[src/hdl/crst_pkg.sv]
// Constants, register map and types for the channel RAM self-test block.
// Assumes a single 20 MHz clock and a simple strobe register port.
// How it works
// RL1: Software sleeps each channel under test before the memory test.
// RL2: Setting status bit 0 starts the test over both channel memories.
// RL3: Software waits 1600 clocks before judging the status register.
// RL4: Status bit 0 reads high while the memory test runs, low after.
// RL5: Bit 1 flags coefficient memory failure, bit 2 sample memory failure.
// RL6: Memory test and signal-path test run independently and concurrently.
// RL7: Filter outputs compress into separate I and Q signatures.
// RL8: Processing stages can be bypassed to isolate a faulty stage.
// RL9: Software configures channels as in use and keeps them asleep.
// RL10: Software programs the start hold-off counter to one first.
// RL11: Software clears both signature registers before the path test.
// RL12: A nonzero 20-bit count enables the path test, counting outputs.
// RL13: Software issues the soft sync and sets the channel sync bits.
// RL14: Bits 6,7 clear pick external vectors; bit 7 picks pseudo-random.
// RL15: Bit 6 set, bit 7 clear injects an internal full-scale sine.
// RL16: On soft sync the channel leaves sleep and processes test input.
// RL17: With external vectors, input valid gates stay inactive until ready.
// RL18: After the count the signatures are deterministic for given input.
// RL19: Each path uses a 16-bit signature register updated on valid outputs.
package crst_pkg;
    localparam int ADDR_W = 8;
    localparam int DATA_W = 32;
    localparam int SAMP_W = 16;
    localparam int RAM_AW = 7;
    localparam int RAM_DW = 16;
    localparam int CNT_W = 20;
    localparam int HOLD_W = 16;
    localparam int BYP_W = 4;
    localparam int NPATH = 2;

    // Register offsets (one address per 32-bit register on the register port)
    localparam logic [ADDR_W-1:0] OFS_SIG_FIRST = 8'ha5;
    localparam logic [ADDR_W-1:0] OFS_SIG_SECOND = 8'ha6;
    localparam logic [ADDR_W-1:0] OFS_PATH_CTRL = 8'ha7;
    localparam logic [ADDR_W-1:0] OFS_MEM_STATUS = 8'ha8;
    localparam logic [ADDR_W-1:0] OFS_CHAN_CTRL = 8'ha9;
    localparam logic [ADDR_W-1:0] OFS_HOLDOFF = 8'haa;

    // Memory test status fields
    localparam int MS_BUSY = 0;
    localparam int MS_COEF_FAIL = 1;
    localparam int MS_SAMP_FAIL = 2;

    // Channel control fields
    localparam int CC_SLEEP = 0;
    localparam int CC_SOFT_SYNC = 4;
    localparam int CC_SYNC_EN = 5;
    localparam int CC_SRC_SINE = 6;
    localparam int CC_SRC_PRNG = 7;
    localparam int CC_BYP_LSB = 8;
    localparam int CC_PATH_DONE = 12;

    // Reset values and hold-off fire count
    localparam logic [HOLD_W-1:0] HOLDOFF_RST = 16'h0001;
    localparam logic [HOLD_W-1:0] HOLD_FIRE = 16'h0001;
    localparam logic [RAM_DW-1:0] SIG_RST = 16'h0000;
    localparam logic [SAMP_W-1:0] PRNG_SEED = 16'hace1;

    // Signature polynomial x^16+x^12+x^5+1, pseudo-random taps
    localparam logic [RAM_DW-1:0] MISR_POLY = 16'h1021;
    localparam logic [SAMP_W-1:0] PRNG_TAPS = 16'hb400;

    // Memory test patterns, second pass is the complement
    localparam logic [RAM_DW-1:0] MT_PATTERN = 16'h5a5a;
    localparam logic [RAM_DW-1:0] MT_INVERT = 16'hffff;

    // Full-scale sine, 16 points per period, cosine for quadrature
    localparam logic [SAMP_W-1:0] SINE_TBL [16] = '{
        16'h0000, 16'h30fb, 16'h5a81, 16'h7640,
        16'h7fff, 16'h7640, 16'h5a81, 16'h30fb,
        16'h0000, 16'hcf05, 16'ha57f, 16'h89c0,
        16'h8001, 16'h89c0, 16'ha57f, 16'hcf05};
    localparam logic [3:0] COS_SHIFT = 4'h4;

    typedef enum {MT_IDLE, MT_WRITE, MT_READ, MT_LAST} crst_mt_state_t;
endpackage

[src/hdl/crst_ram_if.sv]
// Port bundle between the self-test sequencer and one channel memory.
// Assumes read data arrive one clock after the address.
`timescale 1ns/1ps
interface crst_ram_if;
    import crst_pkg::*;
    logic [RAM_AW-1:0] addr;
    logic [RAM_DW-1:0] wdata;
    logic we;
    logic [RAM_DW-1:0] rdata;
    modport ctrl (output addr, output wdata, output we, input rdata);
    modport mem (input addr, input wdata, input we, output rdata);
endinterface

[src/hdl/crst_top.sv]
// Channel self-test: memory march test and signal-path signature test.
// Assumes register strobes and sample inputs are on the clk domain.
`timescale 1ns/1ps
module crst_top
    import crst_pkg::*;
(
    input wire logic clk,
    input wire logic rst_n,
    input wire logic [ADDR_W-1:0] addr,
    input wire logic [DATA_W-1:0] wdata,
    input wire logic wr_en,
    input wire logic rd_en,
    output logic [DATA_W-1:0] rdata,
    input wire logic [SAMP_W-1:0] ext_i,
    input wire logic [SAMP_W-1:0] ext_q,
    input wire logic input_valid_gate,
    output logic [SAMP_W-1:0] chan_i,
    output logic [SAMP_W-1:0] chan_q,
    output logic chan_valid,
    output logic chan_sleep,
    output logic [BYP_W-1:0] stage_bypass,
    input wire logic [SAMP_W-1:0] fir_i,
    input wire logic [SAMP_W-1:0] fir_q,
    input wire logic fir_valid
);
    crst_ram_if coef_bus ();
    crst_ram_if samp_bus ();

    crst_ram u_coefficient_memory (
        .clk(clk),
        .bus(coef_bus.mem)
    );
    crst_ram u_sample_memory (
        .clk(clk),
        .bus(samp_bus.mem)
    );

    // Register decode
    wire wr_sig0 = wr_en && (addr == OFS_SIG_FIRST);
    wire wr_sig1 = wr_en && (addr == OFS_SIG_SECOND);
    wire wr_pctl = wr_en && (addr == OFS_PATH_CTRL);
    wire wr_mst = wr_en && (addr == OFS_MEM_STATUS);
    wire wr_cctl = wr_en && (addr == OFS_CHAN_CTRL);
    wire wr_hold = wr_en && (addr == OFS_HOLDOFF);

    // ---------------- Memory test ----------------
    crst_mt_state_t mt_state_q, mt_state_d;
    logic [RAM_AW-1:0] mt_addr_q, mt_addr_d;
    logic mt_pass_q, mt_pass_d;
    logic cmp_en_q;
    logic [RAM_AW-1:0] cmp_addr_q;
    logic cmp_pass_q;
    logic coef_fail_q, samp_fail_q, mt_busy_q;

    wire mt_start = wr_mst && wdata[MS_BUSY] && !mt_busy_q; // [RL2]
    wire mt_last_addr = (mt_addr_q == {RAM_AW{1'b1}});
    wire [RAM_DW-1:0] mt_wpat = {{(RAM_DW-RAM_AW){1'b0}}, mt_addr_q}
        ^ MT_PATTERN ^ (mt_pass_q ? MT_INVERT : '0);
    wire [RAM_DW-1:0] mt_expect = {{(RAM_DW-RAM_AW){1'b0}}, cmp_addr_q}
        ^ MT_PATTERN ^ (cmp_pass_q ? MT_INVERT : '0);
    wire mt_reading = (mt_state_q == MT_READ);

    // Both memories share one sequencer and are tested together
    assign coef_bus.addr = mt_addr_q;
    assign samp_bus.addr = mt_addr_q;
    assign coef_bus.wdata = mt_wpat;
    assign samp_bus.wdata = mt_wpat;
    assign coef_bus.we = (mt_state_q == MT_WRITE);
    assign samp_bus.we = (mt_state_q == MT_WRITE);

    // March sequencer: write pass, read pass, then complement
    always_comb begin
        mt_state_d = mt_state_q;
        mt_addr_d = mt_addr_q;
        mt_pass_d = mt_pass_q;
        case (mt_state_q)
            MT_IDLE: begin
                if (mt_start) begin
                    mt_state_d = MT_WRITE;
                    mt_addr_d = '0;
                    mt_pass_d = 1'b0;
                end
            end
            MT_WRITE: begin
                mt_addr_d = mt_addr_q + 1'b1;
                if (mt_last_addr) begin
                    mt_state_d = MT_READ;
                end
            end
            MT_READ: begin
                mt_addr_d = mt_addr_q + 1'b1;
                if (mt_last_addr && mt_pass_q) begin
                    mt_state_d = MT_LAST;
                end else if (mt_last_addr) begin
                    mt_state_d = MT_WRITE;
                    mt_pass_d = 1'b1;
                end
            end
            MT_LAST: mt_state_d = MT_IDLE;
            default: mt_state_d = MT_IDLE;
        endcase
    end

    always_ff @(posedge clk or negedge rst_n) begin
        if (!rst_n) begin
            mt_state_q <= MT_IDLE;
            mt_addr_q <= '0;
            mt_pass_q <= 1'b0;
        end else begin
            mt_state_q <= mt_state_d;
            mt_addr_q <= mt_addr_d;
            mt_pass_q <= mt_pass_d;
        end
    end

    // Compare stage lines up with the registered read data
    always_ff @(posedge clk or negedge rst_n) begin
        if (!rst_n) begin
            cmp_en_q <= 1'b0;
            cmp_addr_q <= '0;
            cmp_pass_q <= 1'b0;
        end else begin
            cmp_en_q <= mt_reading;
            cmp_addr_q <= mt_addr_q;
            cmp_pass_q <= mt_pass_q;
        end
    end

    wire coef_miss = cmp_en_q && (coef_bus.rdata != mt_expect);
    wire samp_miss = cmp_en_q && (samp_bus.rdata != mt_expect);

    // Busy while running, fail flags sticky until the next start
    always_ff @(posedge clk or negedge rst_n) begin
        if (!rst_n) begin
            mt_busy_q <= 1'b0;
            coef_fail_q <= 1'b0;
            samp_fail_q <= 1'b0;
        end else if (mt_start) begin
            mt_busy_q <= 1'b1; // [RL4]
            coef_fail_q <= 1'b0;
            samp_fail_q <= 1'b0;
        end else begin
            if (mt_state_q == MT_LAST) begin
                mt_busy_q <= 1'b0; // [RL4]
            end
            coef_fail_q <= coef_fail_q | coef_miss; // [RL5]
            samp_fail_q <= samp_fail_q | samp_miss; // [RL5]
        end
    end

    // ---------------- Channel start and source ----------------
    logic sleep_q, sync_en_q, src_sine_q, src_prng_q;
    logic [BYP_W-1:0] bypass_q;
    logic [HOLD_W-1:0] holdoff_q, hold_cnt_q;
    logic hold_run_q;

    wire soft_sync = wr_cctl && wdata[CC_SOFT_SYNC] && wdata[CC_SYNC_EN];
    wire hold_fire = hold_run_q && (hold_cnt_q == HOLD_FIRE);

    // Soft sync loads the hold-off count, wake when it reaches one
    always_ff @(posedge clk or negedge rst_n) begin
        if (!rst_n) begin
            hold_run_q <= 1'b0;
            hold_cnt_q <= HOLDOFF_RST;
        end else if (soft_sync) begin
            hold_run_q <= 1'b1; // [RL16]
            hold_cnt_q <= holdoff_q;
        end else if (hold_fire) begin
            hold_run_q <= 1'b0;
        end else if (hold_run_q) begin
            hold_cnt_q <= hold_cnt_q - 1'b1;
        end
    end

    // Channel control register; sleep set after reset
    always_ff @(posedge clk or negedge rst_n) begin
        if (!rst_n) begin
            sleep_q <= 1'b1;
            sync_en_q <= 1'b0;
            src_sine_q <= 1'b0;
            src_prng_q <= 1'b0;
            bypass_q <= '0;
            holdoff_q <= HOLDOFF_RST;
        end else begin
            if (hold_fire) begin
                sleep_q <= 1'b0; // [RL16]
            end else if (wr_cctl) begin
                sleep_q <= wdata[CC_SLEEP];
            end
            if (wr_cctl) begin
                sync_en_q <= wdata[CC_SYNC_EN];
                src_sine_q <= wdata[CC_SRC_SINE];
                src_prng_q <= wdata[CC_SRC_PRNG];
                bypass_q <= wdata[CC_BYP_LSB +: BYP_W]; // [RL8]
            end
            if (wr_hold) begin
                holdoff_q <= wdata[HOLD_W-1:0];
            end
        end
    end

    // ---------------- Test sources ----------------
    logic [SAMP_W-1:0] prng_q;
    logic [3:0] phase_q;
    wire prng_fb = ^(prng_q & PRNG_TAPS);
    wire [3:0] cos_phase = phase_q + COS_SHIFT;

    // Generators advance only while the channel is awake
    always_ff @(posedge clk or negedge rst_n) begin
        if (!rst_n) begin
            prng_q <= PRNG_SEED;
            phase_q <= '0;
        end else if (!sleep_q) begin
            prng_q <= {prng_q[SAMP_W-2:0], prng_fb};
            phase_q <= phase_q + 1'b1;
        end
    end

    wire [SAMP_W-1:0] src_i = src_prng_q ? prng_q : // [RL14]
        src_sine_q ? SINE_TBL[phase_q] : ext_i; // [RL15]
    wire [SAMP_W-1:0] prng_rev = {<<{prng_q}};
    wire [SAMP_W-1:0] src_q = src_prng_q ? prng_rev :
        src_sine_q ? SINE_TBL[cos_phase] : ext_q;
    wire src_valid = !sleep_q &&
        (src_prng_q || src_sine_q || input_valid_gate); // [RL17]

    // Samples to the channel, registered
    always_ff @(posedge clk or negedge rst_n) begin
        if (!rst_n) begin
            chan_i <= '0;
            chan_q <= '0;
            chan_valid <= 1'b0;
        end else begin
            chan_i <= src_valid ? src_i : '0;
            chan_q <= src_valid ? src_q : '0;
            chan_valid <= src_valid; // [RL16]
        end
    end

    // ---------------- Signatures ----------------
    logic [CNT_W-1:0] path_cnt_q, remain_q;
    logic [RAM_DW-1:0] sig_q [NPATH];
    wire observe = fir_valid && (remain_q != '0); // [RL12]
    wire [SAMP_W-1:0] fir_data [NPATH];
    wire wr_sig [NPATH];
    assign fir_data[0] = fir_i;
    assign fir_data[1] = fir_q;
    assign wr_sig[0] = wr_sig0;
    assign wr_sig[1] = wr_sig1;

    // Observed-output count, reloaded by each path control write
    always_ff @(posedge clk or negedge rst_n) begin
        if (!rst_n) begin
            path_cnt_q <= '0;
            remain_q <= '0;
        end else if (wr_pctl) begin
            path_cnt_q <= wdata[CNT_W-1:0]; // [RL12]
            remain_q <= wdata[CNT_W-1:0];
        end else if (observe) begin
            remain_q <= remain_q - 1'b1;
        end
    end

    // One signature register per path, frozen when the count ends
    for (genvar p = 0; p < NPATH; p++) begin : g_sig
        wire [RAM_DW-1:0] shifted = {sig_q[p][RAM_DW-2:0], 1'b0}
            ^ (sig_q[p][RAM_DW-1] ? MISR_POLY : '0);
        always_ff @(posedge clk or negedge rst_n) begin
            if (!rst_n) begin
                sig_q[p] <= SIG_RST;
            end else if (wr_sig[p]) begin
                sig_q[p] <= wdata[RAM_DW-1:0];
            end else if (observe) begin
                sig_q[p] <= shifted ^ fir_data[p]; // [RL7] [RL18] [RL19]
            end
        end
    end

    // ---------------- Read-back ----------------
    wire path_done = (path_cnt_q != '0) && (remain_q == '0);
    wire [DATA_W-1:0] cctl_rd = {{(DATA_W-CC_PATH_DONE-1){1'b0}},
        path_done, bypass_q, src_prng_q, src_sine_q, sync_en_q,
        4'b0000, sleep_q};
    wire [DATA_W-1:0] rd_mux =
        (addr == OFS_SIG_FIRST) ? {16'h0000, sig_q[0]} :
        (addr == OFS_SIG_SECOND) ? {16'h0000, sig_q[1]} :
        (addr == OFS_PATH_CTRL) ? {12'h000, path_cnt_q} :
        (addr == OFS_MEM_STATUS) ? {29'h0, samp_fail_q, coef_fail_q,
                                    mt_busy_q} : // [RL4] [RL5]
        (addr == OFS_CHAN_CTRL) ? cctl_rd :
        (addr == OFS_HOLDOFF) ? {16'h0000, holdoff_q} : '0;

    // Read data stand only in the cycle after the strobe
    always_ff @(posedge clk or negedge rst_n) begin
        if (!rst_n) begin
            rdata <= '0;
        end else begin
            rdata <= rd_en ? rd_mux : '0;
        end
    end

    // Memory test and path test share nothing [RL6]
    assign chan_sleep = sleep_q;
    assign stage_bypass = bypass_q;
endmodule // crst_top

[src/hdl/crst_ram.sv]
// Single-port channel memory with registered read data.
// Assumes one clock domain; write and read share the address.
`timescale 1ns/1ps
module crst_ram
    import crst_pkg::*;
(
    input wire logic clk,
    crst_ram_if.mem bus
);
    logic [RAM_DW-1:0] mem_q [2**RAM_AW];
    logic [RAM_DW-1:0] rdata_q;

    // Write on strobe, read data registered every clock
    always_ff @(posedge clk) begin
        if (bus.we) begin
            mem_q[bus.addr] <= bus.wdata;
        end
        rdata_q <= mem_q[bus.addr];
    end

    assign bus.rdata = rdata_q;
endmodule // crst_ram

[config.mk]
export PLATFORM = sky130hd
export DESIGN_NAME = crst_top
export DESIGN_NICKNAME = d
export VERILOG_FILES = /design/src/hdl/crst_pkg.sv /design/src/hdl/crst_ram_if.sv /design/src/hdl/crst_top.sv /design/src/hdl/crst_ram.sv
export SDC_FILE = /design/constraint.sdc
export NUM_CORES = 2
export LEC_CHECK = 0
export CAP_MARGIN = 20
export CORE_MARGIN = 5
export CORE_UTILIZATION = 40
export CTS_CLUSTER_SIZE = 30
export DETAILED_ROUTE_END_ITERATION = 16
export DONT_BUFFER_PORTS = 1
export PLACE_DENSITY_LB_ADDON = 0.25
export SYNTH_ARGS = -nofsm -noshare
export SYNTH_HDL_FRONTEND = slang
export SYNTH_SLANG_ARGS = --single-unit
[constraint.sdc]
create_clock -name clk -period 8 [get_ports clk]
set_input_delay 0 -clock clk [delete_from_list [all_inputs] [get_ports clk]]
set_output_delay 0 -clock clk [all_outputs]
set_load 0.02 [all_outputs]
# [After elaboration in Yosys (flattened, before gate mapping)]
# Memory sizes are Yosys's and may differ from the RTL's. A register that Yosys moved wholly into a read port is not among the register bits.
# Index checks and enable logic that the tools add are counted.
[totals] ramBits=4096 latchBits=0 register_bits=238 mem_bits_ro=512 output_inout_bits=70 wordCells=162 memories=4 in_bits=110
[classes] bitwise=12 reduce_logical=40 muxes=51 n_addsub=5 n_div=0 shifts=0 multipliers=0 order_cmp=2 eq_ne=21
[mem_list] memory="u_coefficient_memory.mem_q" words=128 word_bits=16 read_ports=1 rd_clocked_by_memory_dff=1 write_ports=1 line="crst_ram.sv:10" text="logic [RAM_DW-1:0] mem_q [2**RAM_AW];"
[mem_list] memory="u_sample_memory.mem_q" words=128 word_bits=16 read_ports=1 rd_clocked_by_memory_dff=1 write_ports=1 line="crst_ram.sv:10"
[mem_list] memory="(no name shown)" words=16 word_bits=16 read_ports=1 rd_clocked_by_memory_dff=0 write_ports=0 line="crst_top.sv:223" text="src_sine_q ? SINE_TBL[cos_phase] : ext_q;"
[mem_list] memory="(no name shown)" words=16 word_bits=16 read_ports=1 rd_clocked_by_memory_dff=0 write_ports=0 line="crst_top.sv:220" text="src_sine_q ? SINE_TBL[phase_q] : ext_i;"
[op_table] op="two-way mux 16 bit" count=22
[op_table] op="two-way mux 32 bit" count=4
[op_table] op="two-way mux 20 bit" count=6
[op_table] op="case mux 32 bit (3 select lines)" count=1
[op_table] op="equality test 32 x 2 -> 1 bit (second input constant)" count=2
[op_table] op="equality test 32 x 3 -> 1 bit (second input constant)" count=2
[op_table] op="equality test 8 bit (second input constant)" count=6
[op_table] op="nonzero test 20 bit" count=2
[op_table] op="equality test 32 x 1 -> 1 bit (second input constant)" count=1
[op_table] op="logical NOT 32 bit" count=1
[op_table] op="!= test 16 bit" count=2
[op_table] op="bitwise XOR 15 x 16 -> 16 bit" count=2
[op_table] op="bitwise XOR 16 x 13 -> 16 bit" count=2
[op_table] op="bitwise XOR 16 bit" count=2
[op_table] op="two-way mux 13 bit" count=2
[op_table] op="logical NOT 20 bit" count=1
[op_table] op="subtractor 20 x 1 -> 20 bit (second input constant)" count=1
[op_table] op="nonzero test 2 bit" count=9
[op_table] op="logical AND 1 bit" count=17
[op_table] op="equality test 16 x 1 -> 1 bit (second input constant)" count=1
[op_table] op="inverter 4 -> 8 bit" count=2
[op_table] op="parity 16 bit" count=1
[op_table] op="subtractor 16 x 1 -> 16 bit (second input constant)" count=1
[op_table] op="case mux 7 bit (2 select lines)" count=1
[op_table] op="18 further kinds" count=40

# [Longest topological paths before layout]
[depth] ltp_word=8 depth_mapped=11 mapped_depth_nobuf=8

# [By module]
# From an unflattened synthesis, not the netlist that was laid out.
[unflattened] cells_unflattened=10495 area_unflattened_um2=169002.1
[by_module_without_submodules] mod="crst_ram" n_inst=2 cells_per_inst=4623 area_each_um2=78861.9 seq_area_each_um2=61819.3
[by_module_without_submodules] mod="crst_top" n_inst=1 cells_per_inst=1249 area_each_um2=11278.3 seq_area_each_um2=5218.8

# [Worst setup path after synthesis]
# No wires, ideal clock.
[synth_path] path_type="reg2reg" start="register mt_pass_q" end="memory u_coefficient_memory.mem_q[102][0] (data pin)" path_slack_ps=1530 synth_period_minus_slack_ps=6470 setup_ps=866 required_time_ps=7134 arrival_time_ps=5604 n_path_buf=1 stages_incl_launch_ff=3 path_cell_list="dfrtp_1 -> clkbuf_1 -> xor2_1"
[synth_via] elab_chain_cells=2
[synth_rtl] element="start: declaration" line="crst_top.sv:49" text="logic mt_pass_q, mt_pass_d;"
[synth_rtl] element="start signal: assignment" line="crst_top.sv:112" text="mt_pass_q <= mt_pass_d;"
[synth_rtl] element="two-way mux 16 bit" line="crst_top.sv:58" text="^ MT_PATTERN ^ (mt_pass_q ? MT_INVERT : '0);"
[synth_rtl] element="bitwise XOR 15 x 16 -> 16 bit" line="crst_top.sv:58"
[synth_rtl] element="named net coef_bus.wdata[0]" line="crst_ram_if.sv:7" text="logic [RAM_DW-1:0] wdata;"
[synth_rtl] element="end: declaration" line="crst_ram.sv:10"
# The timed path passes the listed nets, and every way through them passes these cells.

==> summary.txt <==
GRT
  – Largest net degree at the start of global routing: 209
  – Total gr overflow: 0
  – First-pass GRT wire length: 240000 um
  – Initial antenna violation count: 6
  – Vias in the first global route: 33423
  – Gr usage total: 22.3%

Worst setup path
  – Worst setup path start: coef_bus.addr[0]
  – Critical Path RT: 8.66 ns
  – Most common cell type on the critical path: buf_4
  – Worst R2R End: u_sample_memory.bus.rdata[6]
  – Max FO, Critical Path: 48
  – WS Path Type: reg -> reg
  – FF-to-FF path depth: 7
  – Startpoint Class: register
  – Slowest stage cell, crit path: dfrtp_4
  – Critical path's largest stage delay: 0.75 ns
  – Worst r2r src: coef_bus.addr[0]
  – Reg2reg setup slack: 3.50 ns
  – Total stage count of the critical path: 7
  – Critical-path cell list: buf_4, buf_4, mux4_2, mux2i_1, o22ai_1, a311o_1, or4_1
  – CP bufs+invs: 2
  – Setup crit end: u_sample_memory.bus.rdata[6]
  – Crit-path leading delay family: buffers and inverters
  – Critical Path End Type: register
  – Arr. time, crit path: 5.15 ns

Logic synthesis
  – Sequential fraction of the synthesis area: a little under three quarters
  – Syn Inst Count: ~3600
  – Netlist cell types: 80
  – Post-synthesis cell area: 56100 um2
  – Post-synth EDFFs: between 1000 and 1500
  – Syn. warnings: 0
  – Synth top area share: 61.7%
  – Flops & latches, synth: 1369
  – Syn Area/Cell: around 15 um2
  – Top post-synthesis cells by area: edfxtp_1, dfrtp_1, mux4_2, mux2_2, mux2i_1
  – Ys async rst share: 15.2%
  – Yosys top cell by area: edfxtp_1
  – Main synth FF type: edfxtp_1

Routing
  – Initial DRC Count: 3657
  – Vias: 34220
  – DR WL/cell: 28.9 um
  – Pre-Repair DR Iteration Count: 6
  – DRC Markers: 0
  – WL final: 168000 um
  – ANT nets after route: 0
  – Via density: 5.91

Cells and area
  – Final net count: between 3000 and 4000
  – Most common cell after layout, fill and taps aside: edfxtp_1
  – Fillers: 12045
  – Layout cells sized above 1: 15.7%
  – Most frequent cells in the layout: edfxtp_1, nor2_1, nand2_1
  – Syn-to-layout area delta: 15.3%

Timing
  – Final Critical Period: about 4.5 ns
  – Fin. Hold Viols: 0
  – Relative slew slack: 15.8%
  – Final Max Slew Viols: 0
  – Setup TNS: 0 ns
  – RSZ-0062 raised after global routing: false
  – Slew @ Worst Pin: around 1.3 ns
  – Endpoints failing setup: 0
  – Final Cycle Share: 56.2%
  – Layout Skew: 0.0347 ns
  – Fmax: 222 MHz

Clock network
  – Hold_buf cts: 180
  – Clock buffer depth: 3
  – CTS root buf: clkbuf_16
  – Clock latency on the worst-skew pair: 0.79 ns
  – CTS tree: yes
  – Clock transition at path regs: 0.06 ns
  – Post-cts gate resize count: 0
  – Htree depth: 4
  – CTS Buf Count: 145
  – Clk sinks: 1369
  – Setup bufs post-CTS: 0

Floorplanning
  – Die area: 148000 um2
  – Initial Util: 40.2%
  – Height of the die: 384 um
  – Rows: ~140
  – I/O pin total: 180
  – Core area: 139000 um2
  – Die W: 384 um

Power
  – Lkg Pwr: 22.1 nW
  – PwrDens: 241 nW/um2
  – Worst vdd ir: between 150 and 200 uV
  – Total power draw: 0.0156 W

Run
  – Max-cap violation count: 0

Outcome
  – Status: complete, no violations

Placed design
  – IO buf count: 0
  – Final HPWL DP: between 90000 and 100000 um
  – RePlAce Congestion: approximately 0.88

Hold path
  – Hold path startpoint: fir_i[15]
  – Hold/Removal Path Class: in -> reg
## layout make-up
type	count	area [um2]	share of cell area (%)
diodes	6	15.0	0.0232
clock buffers	195	4040	6.25
clock inverters	61	599	0.927
inverters	30	118	0.182
multi-input cells	1986	14900	23.0
flip-flops and latches	1369	40000	61.9
well taps	1876	2350	3.63
repair buffers	272	2610	4.04
## worst min-delay path, stage by stage
cell and delay [ns]:
xnor2_1 0.04, nor2_1 0.07, a21oi_1 0.05, o21ai_1 0.10, dlygate4sd3_1 0.54
## stage by stage
step,cell area (um2),cells,hold WS (ns),utilization [%],worst slack (ns)
finish,64600,5795,0.0694,46.4,3.50
CTS,64500,5780,0.0168,46.3,3.53
floorplan,56100,3640,-0.296,-,1.53
detailed placement,58100,5344,-0.290,41.7,3.54
global placement,58000,5340,-0.290,41.6,3.56
global route,64600,5792,0.0616,46.4,3.44
## power breakdown
part           leakage, nW  total (W)  switching (W)  internal (W)
logic                 6.29   0.000910       0.000449      0.000460
registers             13.6    0.00803       0.000239       0.00779
clock network         2.26    0.00664        0.00283       0.00381
total                 22.1     0.0156        0.00351        0.0121
## synthesized netlist by cell type, types with 8 or more instances
cell       count
inv_1         28
nand3_1       41
buf_4         50
o21ai_1       30
o21a_1         9
nor4_1        19
o22ai_1       40
nor2_1       315
buf_2         72
nor3_1        30
nor2b_1       16
xor2_1        20
or3_1         10
a31oi_1       18
a221o_1       27
xnor2_1       71
nand2_1      245
dfxtp_1        9
dfstp_2       11
and3_1         8
a221oi_1      96
mux4_2       106
nand2b_1      18
a21oi_1      163
clkbuf_1     105
and2_1        13
o221ai_1      34
nand4_1       11
a22o_1        16
o22a_1        11
edfxtp_1    1152
a211oi_1      13
a22oi_1       64
mux2_2       156
mux2i_1      125
ha_1          17
buf_1         22
o21ai_0      111
o211ai_1      20
dfrtp_1      197
o2bb2ai_1     14
## worst min path at each step
stage / to / slack, ns / cells past startpoint
finish: sig_q[31] / 0.07 / 5
detailed placement: rdata[16] / -0.29 / 0
CTS: remain_q[14] / 0.02 / 2
global route: sig_q[31] / 0.06 / 5
global placement: path_cnt_q[16] / -0.29 / 0
floorplan: chan_i[0] / -0.30 / 0
## sequential cells by signal, indices dropped and copies added, names as in the netlist, 2 cells and up
signal / cells
stage_bypass: 4
holdoff_q: 16
rdata: 20
cmp_addr_q: 7
u_sample_memory.bus.rdata: 9
chan_i: 16
sig_q: 32
chan_q: 16
u_sample_memory.mem_q: 1134
phase_q: 4
prng_q: 16
path_cnt_q: 20
hold_cnt_q: 16
u_coefficient_memory.mem_q: 18
remain_q: 20
coef_bus.addr: 7
mt_state_q: 2
## per-layer routing
metal	up-vias	part of all wire [%]	GRT usage (%)
li1	14482	-	-
met1	17731	41	30.3
met2	1682	47	35.4
met3	325	8.7	4.48
met4	0	3.8	8.46
met5	-	0	0
## cells by family (layout without fill, tap and decap cells)
kind of cell	Yosys count	in the layout	share of synthesized area, %
other	1	18	0.00669
DFF	1369	1369	71.3
adders and majority gates	17	17	0.379
and+or+nand+nor	751	751	5.81
muxes	387	387	9.62
xor gates and xnor gates	91	91	1.42
AOI/OAI and AO/OA	728	728	8.97
buffers and inverters	285	558	2.48
Power figures use the tool's default switching activity.
